### config.mk
export PLATFORM = sky130hd
export DESIGN_NAME = hpp_host_port
export DESIGN_NICKNAME = d
export VERILOG_FILES = /design/src/logic/hpp_pkg.sv /design/src/logic/hpp_host_port.sv /design/src/logic/hpp_pulse.sv
export SDC_FILE = /design/constraint.sdc
export NUM_CORES = 1
export LEC_CHECK = 0
export BUFFER_PORTS_ARGS = -buffer_cell sky130_fd_sc_hd__buf_2
export CORE_MARGIN = 1
export CORE_UTILIZATION = 45
export DETAILED_ROUTE_END_ITERATION = 10
export MAX_ROUTING_LAYER = met4
export PLACE_DENSITY = 0.77
export SLEW_MARGIN = 20
export SYNTH_ARGS = -nofsm -noshare
export SYNTH_HDL_FRONTEND = slang
export SYNTH_HIERARCHICAL = 1
export SYNTH_SLANG_ARGS = --single-unit
export TNS_END_PERCENT = 5
### constraint.sdc
create_clock -name mclk -period 1.9 [get_ports mclk]
set_input_delay 0.095 -clock mclk [delete_from_list [all_inputs] [get_ports mclk]]
set_output_delay 0.095 -clock mclk [all_outputs]
set_load 0.02 [all_outputs]
### src/logic/hpp_pkg.sv
package hpp_pkg;
	// Mode strap codes, written as {bus_mode_sel_hi, bus_mode_sel_lo}
	localparam logic [1:0] MODE_WIDE_HS    = 2'h0; // 16 lines, handshake ack
	localparam logic [1:0] MODE_WIDE_FIX   = 2'h1; // 16 lines, fixed ack
	localparam logic [1:0] MODE_NARROW_HS  = 2'h2; // Low byte lines, handshake ack
	localparam logic [1:0] MODE_NARROW_FIX = 2'h3; // Low byte lines, fixed ack
	localparam logic [1:0] MODE_RST        = 2'h0; // Mode before strap capture

	// Cycle counts
	localparam int FIX_ACK_CYC = 2;                // Fixed ack low time, cycles
	localparam int GP_DIV      = 4;                // Clock divide ratio
	localparam int GP_HALF     = GP_DIV / 2;       // Cycles per clock half

	// Byte lane codes
	localparam logic [1:0] LANE_BOTH  = 2'h3;      // Whole word
	localparam logic [1:0] LANE_UPPER = 2'h2;      // Upper byte only
	localparam logic [1:0] LANE_LOWER = 2'h1;      // Lower byte only

	// Bus cycle state machine, one-hot
	typedef enum logic [4:0] {
		ST_IDLE = 5'h01,                           // Waiting for cycle start
		ST_REQ  = 5'h02,                           // Strobe to core
		ST_WAIT = 5'h04,                           // Waiting for core done
		ST_ACK  = 5'h08,                           // Acknowledge driven low
		ST_END  = 5'h10                            // Waiting for start release
	} hpp_state_t;
endpackage

### src/logic/hpp_host_port.sv
`timescale 1ns/1ps
module hpp_host_port
	import hpp_pkg::*;
(
	input  wire logic       mclk,              // System clock
	input  wire logic       rst_n,             // Synchronous reset, active low
	input  wire logic       bus_mode_sel_hi,   // Strap: narrow bus when high
	input  wire logic       bus_mode_sel_lo,   // Strap: fixed ack when high
	input  wire logic       cycle_start_n,     // Cycle start, active low
	input  wire logic       read_write_sel,    // High read, low write
	input  wire logic [0:7] host_addr_bus,     // Address, index 0 is MSB
	input  wire logic [0:7] host_data_upper_i, // Upper data lines in
	output logic      [0:7] host_data_upper_o, // Upper data lines out
	output logic            host_data_upper_oe,// Upper lines drive enable
	input  wire logic [0:7] host_data_lower_i, // Lower data lines in
	output logic      [0:7] host_data_lower_o, // Lower data lines out
	output logic            host_data_lower_oe,// Lower lines drive enable
	output logic            cycle_ack_n,       // Cycle acknowledge, active low
	output logic            irq_n,             // Interrupt, active low
	output logic            async_rx_pulse,    // Async packet received
	output logic            stream_rx_pulse,   // Stream packet received
	input  wire logic       host_defer_flag,   // Host busy input
	output logic            gp_clk_out,        // Divided clock output
	output logic      [7:0] core_addr,         // Core register address
	output logic     [15:0] core_wdata,        // Core write data
	output logic      [1:0] core_lanes,        // Core byte lanes
	output logic            core_wr,           // Core write strobe
	output logic            core_rd,           // Core read strobe
	input  wire logic[15:0] core_rdata,        // Core read data
	input  wire logic       core_done,         // Core access done pulse
	input  wire logic       irq_req,           // Core interrupt pending
	input  wire logic       async_rx_evt,      // Core async receive level
	input  wire logic       stream_rx_evt,     // Core stream receive level
	input  wire logic       queue_full,        // General receive queue full
	output logic            ack_busy           // Answer packets with busy code
);
	////////////////////////////////////////////////////////////////////
	// Declarations
	logic [1:0]  mode_reg, mode_next;          // Captured strap code
	logic        mvld_reg, mvld_next;          // Strap captured
	hpp_state_t  st_reg, st_next;              // Cycle state
	logic [7:0]  addr_reg, addr_next;          // Latched address
	logic [15:0] wd_reg, wd_next;              // Latched write word
	logic [1:0]  lane_reg, lane_next;          // Latched lanes
	logic        rd_reg, rd_next, wr_reg, wr_next, rs_reg, rs_next; // Read cycle, strobes
	logic [7:0]  uo_reg, uo_next, lo_reg, lo_next;  // Upper and lower lines out
	logic        uoe_reg, uoe_next, loe_reg, loe_next; // Line enables
	logic        ack_reg, ack_next;            // Ack, active low
	logic [1:0]  fix_reg, fix_next;            // Fixed ack counter
	logic        irq_reg, irq_next, busy_reg, busy_next; // Interrupt low, busy answer
	logic [1:0]  div_reg, div_next;            // Divider count
	logic        gp_reg, gp_next;              // Divided clock
	logic        narrow, fixed;                // Narrow bus, fixed ack modes
	logic [7:0]  addr_v;                       // Address as a vector

	assign narrow = mode_reg[1];
	assign fixed  = mode_reg[0];
	assign addr_v = host_addr_bus;             // Index 0 lands on bit 7

	if (GP_DIV != 4 || FIX_ACK_CYC < 1 || FIX_ACK_CYC > 3) begin : g_bad // 2-bit counters
		$error("hpp_host_port: unsupported timing constants");
	end

	////////////////////////////////////////////////////////////////////
	// Strap capture, one cycle after reset release
	always_comb begin
		mode_next = mode_reg;
		mvld_next = 1'b1;
		if (!mvld_reg)
			mode_next = {bus_mode_sel_hi, bus_mode_sel_lo};
	end

	always_ff @(posedge mclk) begin
		if (!rst_n) begin
			mode_reg <= MODE_RST;
			mvld_reg <= 1'b0;
		end else begin
			mode_reg <= mode_next;
			mvld_reg <= mvld_next;
		end
	end

	////////////////////////////////////////////////////////////////////
	// Bus cycle machine
	always_comb begin
		st_next   = st_reg;
		rd_next   = rd_reg;
		addr_next = addr_reg;
		wd_next   = wd_reg;
		lane_next = lane_reg;
		wr_next   = 1'b0;
		rs_next   = 1'b0;
		uo_next   = uo_reg;
		lo_next   = lo_reg;
		uoe_next  = uoe_reg;
		loe_next  = loe_reg;
		ack_next  = ack_reg;
		fix_next  = fix_reg;
		case (st_reg)
			// Latch the cycle on start low
			ST_IDLE: begin
				if (mvld_reg && !cycle_start_n) begin
					rd_next   = read_write_sel;
					addr_next = addr_v;
					if (narrow) begin
						// Address LSB picks the byte
						addr_next = {addr_v[7:1], 1'b0};
						lane_next = addr_v[0] ? LANE_LOWER : LANE_UPPER;
						wd_next   = {host_data_lower_i, host_data_lower_i};
					end else begin
						lane_next = LANE_BOTH;
						wd_next   = {host_data_upper_i, host_data_lower_i};
					end
					st_next = ST_REQ;
				end
			end
			// One strobe to the core
			ST_REQ: begin
				wr_next = ~rd_reg;
				rs_next = rd_reg;
				st_next = ST_WAIT;
			end
			// Wait for the core, then drive read data and ack
			ST_WAIT: begin
				if (core_done) begin
					if (rd_reg) begin
						if (narrow) begin
							lo_next  = (lane_reg == LANE_LOWER) ? core_rdata[7:0]
							                                    : core_rdata[15:8];
							uoe_next = 1'b0;
						end else begin
							uo_next  = core_rdata[15:8];
							lo_next  = core_rdata[7:0];
							uoe_next = 1'b1;
						end
						loe_next = 1'b1;
					end
					ack_next = 1'b0;
					fix_next = 2'(FIX_ACK_CYC - 1);
					st_next  = ST_ACK;
				end
			end
			// Hold ack: to start release or for a fixed time
			ST_ACK: begin
				if (fixed) begin
					if (fix_reg == 2'h0) begin
						ack_next = 1'b1;
						uoe_next = 1'b0;
						loe_next = 1'b0;
						st_next  = ST_END;
					end else begin
						fix_next = fix_reg - 2'h1;
					end
				end else if (cycle_start_n) begin
					ack_next = 1'b1;
					uoe_next = 1'b0;
					loe_next = 1'b0;
					st_next  = ST_IDLE;
				end
			end
			// Fixed mode: wait until the host ends the cycle
			ST_END: begin
				if (cycle_start_n)
					st_next = ST_IDLE;
			end
			default: begin
				st_next  = ST_IDLE;
				ack_next = 1'b1;
				uoe_next = 1'b0;
				loe_next = 1'b0;
			end
		endcase
	end

	always_ff @(posedge mclk) begin
		if (!rst_n) begin
			st_reg   <= ST_IDLE;
			{rd_reg, wr_reg, rs_reg} <= 3'h0;
			addr_reg <= 8'h00;
			wd_reg   <= 16'h0000;
			lane_reg <= LANE_BOTH;
			{uo_reg, lo_reg} <= 16'h0000;
			{uoe_reg, loe_reg} <= 2'h0;
			ack_reg  <= 1'b1;
			fix_reg  <= 2'h0;
		end else begin
			st_reg   <= st_next;
			{rd_reg, wr_reg, rs_reg} <= {rd_next, wr_next, rs_next};
			addr_reg <= addr_next;
			wd_reg   <= wd_next;
			lane_reg <= lane_next;
			{uo_reg, lo_reg} <= {uo_next, lo_next};
			{uoe_reg, loe_reg} <= {uoe_next, loe_next};
			ack_reg  <= ack_next;
			fix_reg  <= fix_next;
		end
	end

	////////////////////////////////////////////////////////////////////
	// Interrupt, busy answer and clock divider
	always_comb begin
		irq_next  = ~irq_req;
		busy_next = host_defer_flag | queue_full;
		div_next  = div_reg + 2'h1;
		gp_next   = (div_next >= 2'(GP_HALF));
	end

	always_ff @(posedge mclk) begin
		if (!rst_n) begin
			{irq_reg, busy_reg, gp_reg} <= 3'h4;
			div_reg  <= 2'h0;
		end else begin
			{irq_reg, busy_reg, gp_reg} <= {irq_next, busy_next, gp_next};
			div_reg  <= div_next;
		end
	end

	////////////////////////////////////////////////////////////////////
	// Receive indicators
	hpp_pulse u_async_pulse (
		.mclk      (mclk),
		.rst_n     (rst_n),
		.evt_level (async_rx_evt),
		.pulse     (async_rx_pulse)
	);

	hpp_pulse u_stream_pulse (
		.mclk      (mclk),
		.rst_n     (rst_n),
		.evt_level (stream_rx_evt),
		.pulse     (stream_rx_pulse)
	);

	////////////////////////////////////////////////////////////////////
	// Outputs
	assign {host_data_upper_o, host_data_lower_o} = {uo_reg, lo_reg};
	assign {host_data_upper_oe, host_data_lower_oe, cycle_ack_n} = {uoe_reg, loe_reg, ack_reg};
	assign {irq_n, ack_busy, gp_clk_out} = {irq_reg, busy_reg, gp_reg};
	assign {core_addr, core_wdata, core_lanes} = {addr_reg, wd_reg, lane_reg};
	assign {core_wr, core_rd} = {wr_reg, rs_reg};
endmodule

### src/logic/hpp_pulse.sv
`timescale 1ns/1ps
// One-cycle pulse on each rising edge of an event level
module hpp_pulse
	import hpp_pkg::*;
(
	input  wire logic mclk,      // Port clock
	input  wire logic rst_n,     // Synchronous reset, active low
	input  wire logic evt_level, // Event level from the core
	output logic      pulse      // One-cycle indicator
);
	logic evt_d_reg;             // Delayed event level
	logic evt_d_next;            // Its next value
	logic pulse_reg;             // Registered pulse
	logic pulse_next;            // Its next value

	////////////////////////////////////////////////////////////////////
	// Edge detect
	always_comb begin
		evt_d_next = evt_level;
		pulse_next = evt_level & ~evt_d_reg;
	end

	// Register stage
	always_ff @(posedge mclk) begin
		if (!rst_n) begin
			evt_d_reg <= 1'b0;
			pulse_reg <= 1'b0;
		end else begin
			evt_d_reg <= evt_d_next;
			pulse_reg <= pulse_next;
		end
	end

	assign pulse = pulse_reg;
endmodule

**Word-level counts from Yosys, hierarchy flattened**

Index checks and enable logic that the tools add are counted.

- Logic and storage cells: 93
- Bits in registers: 67
- Input port bits: 52
- Output and inout bits: 52

- Muxes and demuxes: 32
- Bitwise gates (word level): 9
- Add/sub/neg operators: 2
- Eq/ne operators: 13
- $lt $le $gt $ge: 1
- Reduce and logical (&&, ||, !) cells: 13

Operator list:

| operator | count |
|---|---|
| $mux 5 | 5 |
| $pmux 5 s5 | 1 |
| $mux 16 | 1 |
| $mux 8 | 2 |
| $mux 1 | 14 |
| $reduce_and 4->1 | 3 |
| $mux 2 | 5 |
| $ne 2x2->1 const B | 5 |
| $pmux 1 s3 | 3 |
| $ne 3x3->1 const B | 2 |
| $not 1->1 | 6 |
| $reduce_and 3->1 | 2 |
| $eq 5x1->1 const B | 1 |
| $eq 5x2->1 const B | 1 |
| $eq 5x3->1 const B | 1 |
| $eq 5x4->1 const B | 1 |
| $eq 5x5->1 const B | 1 |
| $reduce_and 5->1 | 1 |
| $pmux 2 s2 | 1 |
| $reduce_and 2->1 | 2 |
| $reduce_or 3->1 | 1 |
| $add 2x1->2 const B | 1 |
| $and 1x1->1 | 2 |
| $eq 2x1->1 const B | 1 |
| other kinds (7) | 7 |

**Depth between registers and ports, before layout**

Gate-level depths: netlist (run 1).

- Word-level depth: 4
- Mapped depth: 7
- Mapped depth without buffers: 6

**Modules after synthesis**

The synthesis (run 1) kept the hierarchy.

By module, submodules not included:

| module | instances | area an instance (sq um) | sequential area each (sq um) | cells each |
|---|---|---|---|---|
| hpp_host_port | 1 | 2588.7 | 1241.2 | 290 |
| hpp_pulse | 2 | 55.1 | 40.0 | 4 |

**Worst setup path after synthesis (run 1)**

Ideal clock, no wire load.

- Kind: flip-flop to flip-flop
- Start point: reg st_reg[4]
- End point: reg uo_reg[7] (netlist: host_data_upper_o[0])
- Period minus slack after synthesis: 1.651 ns
- Path slack: 0.249 ns
- Buffers on the path: 2
- Cell stages (with the launch flop): 7
- Arrival: 1.523 ns
- Path through: dfxtp_1 -> buf_6 -> or3_4 -> nor4_2 -> buf_4 -> mux2i_1 -> nor2_1

- Longest elaborated chain between the ends: 2

RTL lines:

| element | line | RTL |
|---|---|---|
| start: declaration | hpp_host_port.sv:41 | `hpp_state_t st_reg, st_next;` |
| start signal: assignment | hpp_host_port.sv:187 | `st_reg <= st_next;` |
| $eq 5x3->1 | hpp_host_port.sv:99 | `case (st_reg)` |
| $reduce_and 4->1 (no line) | -- |  |
| end signal: assignment | hpp_host_port.sv:192 | `{uo_reg, lo_reg} <= {uo_next, lo_next};` |
| end: declaration | hpp_host_port.sv:46 | `logic [7:0] uo_reg, uo_next, lo_reg, lo_next;` |

Every way passes these cells.
A chain may end at the register's enable or synchronous reset.

**Final worst setup path (run 1)**

- Start point: reg st_reg[0]
- End point: reg uo_reg[3] (netlist: host_data_upper_o[4])

The elaborated chain is that of the path after synthesis.

==> summary.md, run 1 <==
| Metric | Value |
|---|---|
| Outcome | finished clean |
| Leak | ~1.6 nW |
| Worst endpoint data arrival time | around 1.9 ns |
| Crit path time final | around 1.7 ns |
| Synth top cells by count | dfxtp_1 (66), nor2_1 (41), nand2_1 (38), mux2i_1 (28), a21oi_1 (23) |
| Port bufs | between 100 and 150 |
| Setup Skew | roughly 0.0043 ns |
| Synth cell types | 42 |
| GRT overflow | 0 |
| Ranking of synthesized cells by area | dfxtp_1 (49%), mux2i_1 (10%), nor2_1 (5.7%) |
| Clk buf depth | 2 |
| Area grow syn2layout | 34.0% |
| Clk Latency, worst-skew pair | between 0.3 and 0.4 ns |
| Die H | just under 80 µm |
| Clk slew on worst S/H paths | about 0.06 ns |
| Rows | 27 |
| Number of diodes | 0 |
| Inserted Clock Buffers | 9 |
| DR vias | 2503 |
| Vias per cell | between 5 and 6 |
| Post-DRT Antenna Nets | 0 |
| Htree depth | 3 |
| IO Pins | about 100 |
| Routability cong. | 0.877 |
| Dpl hpwl | about 4.5 mm |
| Count leader, synth | dfxtp_1 |
| PwrDens | ~790 mW/mm² |
| Final setup TNS | 0 ns |
| Multi-input gate area | about 0.0012 mm² |
| Root Buffer | clkbuf_8 |
| Synthesized area | around 0.0027 mm² |
| Buffer count from post-CTS setup fixing | 0 |
| Crit end category | flop |
| Yosys top cell area share | between 40% and 50% |
| Max cap viols | 0 |
| Syn Nets | approximately 350 |
| Starting Density | 47.8% |
| Synth Register Bits | 66 |
| Final setup vio count | 0 |
| Fmax | approximately 590 MHz |
| Tot Pwr | 0.00284 W |
| Total GRT Usage | 21.9% |
| RSZ-0062 raised after global routing | no |
| CTS Sinks | 66 |
| Required @ worst endpoint | 2.11 ns |
| Worst slew margin | roughly 70% |
| Tcrit/Tclk final | approximately 89% |
| Area post-placement | around 0.0033 mm² |
| Post-route setup slack | around 0.21 ns |
| Avg WL per Cell | roughly 13 µm |
| Synth area leader | dfxtp_1 |
| Drt first pass iters | 5 |
| CTS tree | yes |
| Final Max Tran Viols | 0 |
| Die W | around 79 µm |
| Total Wirelength | ~6.4 mm |
| Syn Inst Count | just under 300 |
| Largest vdd supply drop | around 560 µV |
| Pin count of the biggest net entering global routing | between 40 and 50 |
| Warnings from Yosys | 6 |
| Final-layout fill cell count | 509 |
| Crit start category | flop |
| DP Worst Slack | about 0.20 ns |
| Final hold vios | 0 |
| Final net count | between 400 and 500 |
| Ys async rst share | 0% |
| Design area | around 0.0036 mm² |
| Number of flip-flops in the largest register | 16 |
| Main flop type after synthesis | dfxtp_1 |
| Critical Path Fanout Max | 10 |
| Core area | around 0.0056 mm² |
| Share of layout cells above drive strength 1 | between 30% and 40% |
| Min-delay worst type | in2reg |
| Post-synth EDFFs | 0 |
| Syn avg cell area | 9.06 µm² |
| First-pass GRT wire length | 10.4 mm |
| Reg area | roughly 0.0013 mm² |
| Number of global-route vias before repair | between 2k and 2.5k |
| Hold Slack | roughly 0.014 ns |
| Initial antenna violation count | 0 |
| Seq/Total Area, Yosys | roughly half |
| Kind of critical path | reg2reg |
| Slew at the pin with the worst max-slew slack | ~0.47 ns |
| Die area | between 0.006 and 0.007 mm² |
| DRC Markers | 0 |
| DR iter-0 viols | around 80 |
## power by group
group,switching (W),leakage [nW],internal (W)
clock,0.000485,0.0872,0.000504
sequential,0.0000332,0.538,0.00144
combinational,0.000212,1.02,0.000173
total,0.000729,1.65,0.00211
## what timing repair did
item,4_1_cts,5_1_grt
resized for setup,0,1
hold endpoints to repair,12,0
endpoints found under the setup margin,0,1
hold buffers,13,0
## critical path, stage by stage, from the launching register on
cell	delay [ns]
dfxtp_1	0.39
or3_4	0.43
nor4_2	0.24
buf_4	0.24
mux2i_1	0.22
nor2_1	0.05
## cell usage in the layout (no fill, tap or decap), types with 2 or more instances in the layout
cell / instances
a211oi_2: 2
dlygate4sd3_1: 13
and3b_1: 3
nand2_1: 38
nand4b_1: 2
buf_4: 10
inv_1: 8
dfxtp_1: 66
buf_2: 103
o21ai_0: 8
a21oi_1: 23
nand2b_1: 3
nor2_1: 41
nand3_1: 6
xnor2_1: 2
a311oi_1: 2
clkbuf_8: 10
a211oi_1: 16
mux2i_1: 28
and2_1: 2
buf_12: 2
clkinv_2: 3
nor3_1: 5
and3_1: 4
clkbuf_1: 3
## final cells by class
type / count / share of cell area (%)
clock buffer: 13 / 4.12
clock inverter: 3 / 0.415
inverter: 9 / 0.934
multi-input combinational: 203 / 34.5
sequential: 66 / 36.5
tap: 72 / 2.49
timing repair buffer: 128 / 21.0
## path summary, 6_finish.rpt
| kind | depth (start not counted) | end | start | slack, ns |
|---|---|---|---|---|
| setup / recovery | 5 | host_data_upper_o[4] | st_reg[0] | 0.21 |
| hold / removal | 3 | core_wdata[0] | host_data_lower_i[7] | 0.01 |
| setup reg to reg | 5 | host_data_upper_o[4] | st_reg[0] | 0.21 |
| hold reg to reg | 1 | div_reg[0] | div_reg[0] | 0.44 |
## cell families after synthesis
family | Yosys count | synth area share [%]
adders and majority gates | 1 | 0.464
xor gates and xnor gates | 2 | 0.649
AOI/OAI and AO/OA | 57 | 13.7
and+or+nand+nor | 115 | 20.7
muxes | 28 | 10.4
buffers and inverters | 29 | 5.15
DFF | 66 | 49.0
## layer usage
metal	wire, µm	vias up	part of all wire, %	GRT usage (%)
met2	2990	92	47	34.4
met3	392	10	6.1	5.26
met1	2900	1131	45	25.9
met5	0	-	0	-
li1	-	1270	-	-
met4	116	0	1.8	11.5
## stage by stage
step | utilization (%) | std cells
3_5_place_dp | 58.7 | 465
2_1_floorplan | - | 298
6_report | 64.1 | 494
4_1_cts | 64.0 | 494
3_3_place_gp | 58.7 | 465
5_1_grt | 64.1 | 494
No activity file was read; power rests on OpenSTA's default activity.
==> run 2, diff against run 1 <==
Settings changed: ABC_AREA set to 0, REMOVE_ABC_BUFFERS set to 1, SYNTH_HIERARCHICAL 1 to unset.
==> run 2 against run 1 <==
Compared with the run above:
- sequential cell count stayed put
- die area is 1.0% higher
- sequential power hardly changed
- sequential share of layout area is 0.35 points lower
- total power is 4.8% higher
- core utilization is 0.24 points higher
- first-iteration DRC count is 38% higher
==> summary.md, run 2 <==
| Metric | Value |
|---|---|
| Die H | approximately 80 µm |
| Final hold vios | 0 |
| Avg WL per Cell | roughly 13 µm |
| Syn avg cell area | just over 9 µm² |
| GRT overflow | 0 |
| Critical Path Fanout Max | 15 |
| Dpl cells | between 400 and 500 |
| Post-synth EDFFs | 0 |
| Die area | 0.00638 mm² |
| CP Buf/Inv Count | 0 |
| Outcome | finished clean |
| CTS tree | yes |
| Tcrit/Tclk final | between 80% and 90% |
| Crit path time final | approximately 1.7 ns |
| Number of diodes | 0 |
| Main flop type after synthesis | dfxtp_1 |
| Pin count of the biggest net entering global routing | 25 |
| CP Depth | 4 |
| Worst slew margin | between 60% and 70% |
| Final Non-Filler Cells | ~500 |
| Fmax | 588 MHz |
| Clk buf depth | 2 |
| Final net count | 475 |
| Synth cell types | 49 |
| Hold depth | 3 |
| Synth Register Bits | 66 |
| IO Pins | around 100 |
| R2R depth | 4 |
| Crit start category | flop |
| Port bufs | 103 |
| Reg-to-reg endpoint | fix_reg[1] |
| Ranking of synthesized cells by area | dfxtp_1 (48%), mux2i_1 (10%), nand2_1 (5.6%) |
| Number of flip-flops in the largest register | 16 |
| Initial antenna violation count | 0 |
| Final setup vio count | 0 |
| Area grow syn2layout | 33.9% |
| Seq/Total Area, Yosys | between 40% and 50% |
| Yosys top cell area share | approximately 48% |
| Clk slew on worst S/H paths | about 0.070 ns |
| Min-delay worst type | in2reg |
| Share of layout cells above drive strength 1 | about a third |
| Ys async rst share | 0% |
| RSZ-0062 raised after global routing | no |
| Warnings from Yosys | 0 |
| Worst endpoint data arrival time | 1.92 ns |
| Hold Slack | around 0.010 ns |
| Final Max Tran Viols | 0 |
| Design area | between 0.003 and 0.004 mm² |
| DR iter-0 viols | around 110 |
| Largest vdd supply drop | ~460 µV |
| Htree depth | 3 |
| Post-DRT Antenna Nets | 0 |
| PwrDens | just over 800 mW/mm² |
| Synthesized area | 0.00273 mm² |
| Setup Skew | 0.00842 ns |
| Count leader, synth | dfxtp_1 |
| Worst reg-to-reg setup slack | approximately 0.2 ns |
| Slew at the pin with the worst max-slew slack | about 0.56 ns |
| Drt first pass iters | 4 |
| Kind of critical path | reg2reg |
| Number of global-route vias before repair | roughly 2.5k |
| Synth top cells by count | dfxtp_1 (66), nand2_1 (41), nor2_1 (39), mux2i_1 (28), a21oi_1 (25) |
| Slowest-stage cell, CP | or4_4 |
| Worst Min Path Start | read_write_sel |
| Tot Pwr | 0.00298 W |
| Worst Hold End | rd_reg |
| Area post-placement | ~0.0033 mm² |
| Total GRT Usage | about 22% |
| Worst path max stage delay | 0.57 ns |
| Commonest non-fill, non-tap cell in the layout | buf_2 |
| CP top delay family | simple AND/OR/NAND/NOR gates |
| Die W | 79.9 µm |
| Starting Density | roughly half |
| Clk Latency, worst-skew pair | between 0.3 and 0.4 ns |
| Synth area leader | dfxtp_1 |
| Root Buffer | clkbuf_8 |
| Routability cong. | between 0.8 and 0.9 |
| Max cap viols | 0 |
| Buffer count from post-CTS setup fixing | 0 |
| Crit end category | flop |
| Leak | roughly 1.7 nW |
| Required @ worst endpoint | 2.12 ns |
| Most frequent cells in the layout | buf_2 (103), dfxtp_1 (66), nand2_1 (41) |
| DR vias | about 2.5k |
| Post-CTS resize count | 0 |
| Syn Inst Count | 300 |
| Final setup TNS | 0 ns |
| Inserted Clock Buffers | 9 |
| CTS Sinks | between 60 and 70 |
| First-pass GRT wire length | 10.6 mm |
| Reg2reg start | st_reg[1] |
| Rows | 27 |
| Vias per cell | 5.07 |
| Total Wirelength | approximately 6.5 mm |
| DRC Markers | 0 |
| CP Cell Sequence | or4_4 > nor3_2 > a21oi_1 > a32o_1 |
| Core area | between 0.005 and 0.006 mm² |
| Dpl hpwl | 4.61 mm |
run 2: cell types whose count changed after synthesis, sizes merged, moves of 3 or more:
cell | before | now
o21ai | 9 | 6
nand2 | 38 | 41
nand3 | 6 | 3
nor2b | 0 | 3
run 2: cell type report:
| type | instances | area, µm² |
|---|---|---|
| clock inverters | 6 | 58.8 |
| flip-flops and latches | 66 | 1320 |
| repair buffers | 132 | 763 |
| well taps | 72 | 90.1 |
| inverters | 7 | 26.3 |
| fillers | 509 | 2020 |
| multi-input cells | 206 | 1270 |
| clock buffers | 9 | 124 |
run 2: cell families after synthesis:
logic type	synth area share, %
simple gates	20.1
xor+xnor	0.963
flops	48.4
mux	10.3
compound gates	14.7
fa+ha+maj	0.459
buf+inv	5.05
run 2: tightest hold or removal path, cell delays in order:
cell,delay [ns]
buf_2,0.10
nand2_1,0.05
a21oi_1,0.05
run 2: power breakdown:
group          total [W]  internal (W)  switching [W]
Combinational   0.000412      0.000183       0.000229
Clock            0.00109      0.000591       0.000502
Sequential       0.00147       0.00144      0.0000346
Total            0.00298       0.00221       0.000766
run 2: per-layer routing:
layer  vias up  GRT usage, %  part of all wire [%]
li1       1283             -                     -
met1      1168          24.6                    43
met2        72          37.5                    51
met3         4          5.83                   5.3
met4         0          9.46                  0.93
met5         -             -                     0
run 2: how the worst max path moves through the flow:
| stage | start | slack (ns) | end |
|---|---|---|---|
| 2_1_floorplan | st_reg[4] | -0.23 | host_data_upper_o[0] |
| 3_3_place_gp | st_reg[2] | 0.27 | host_data_upper_o[3] |
| 3_5_place_dp | st_reg[4] | 0.23 | host_data_upper_o[4] |
| 4_1_cts | st_reg[1] | 0.23 | core_wdata[13] |
| 5_1_grt | st_reg[1] | 0.05 | core_wdata[8] |
| 6_report | st_reg[1] | 0.20 | fix_reg[1] |
run 2: what timing repair did:
| item | in CTS | in global routing |
|---|---|---|
| hold endpoints to repair | 11 | 0 |
| endpoints found under the setup margin | 0 | 0 |
| hold buffers | 12 | 0 |
run 2: per-stage QoR:
stage	util, %	setup slack [ns]
6_report	64.4	0.200
5_1_grt	64.4	0.0501
4_1_cts	64.4	0.226
3_5_place_dp	59.0	0.232
3_3_place_gp	59.0	0.270
2_1_floorplan	-	-0.231
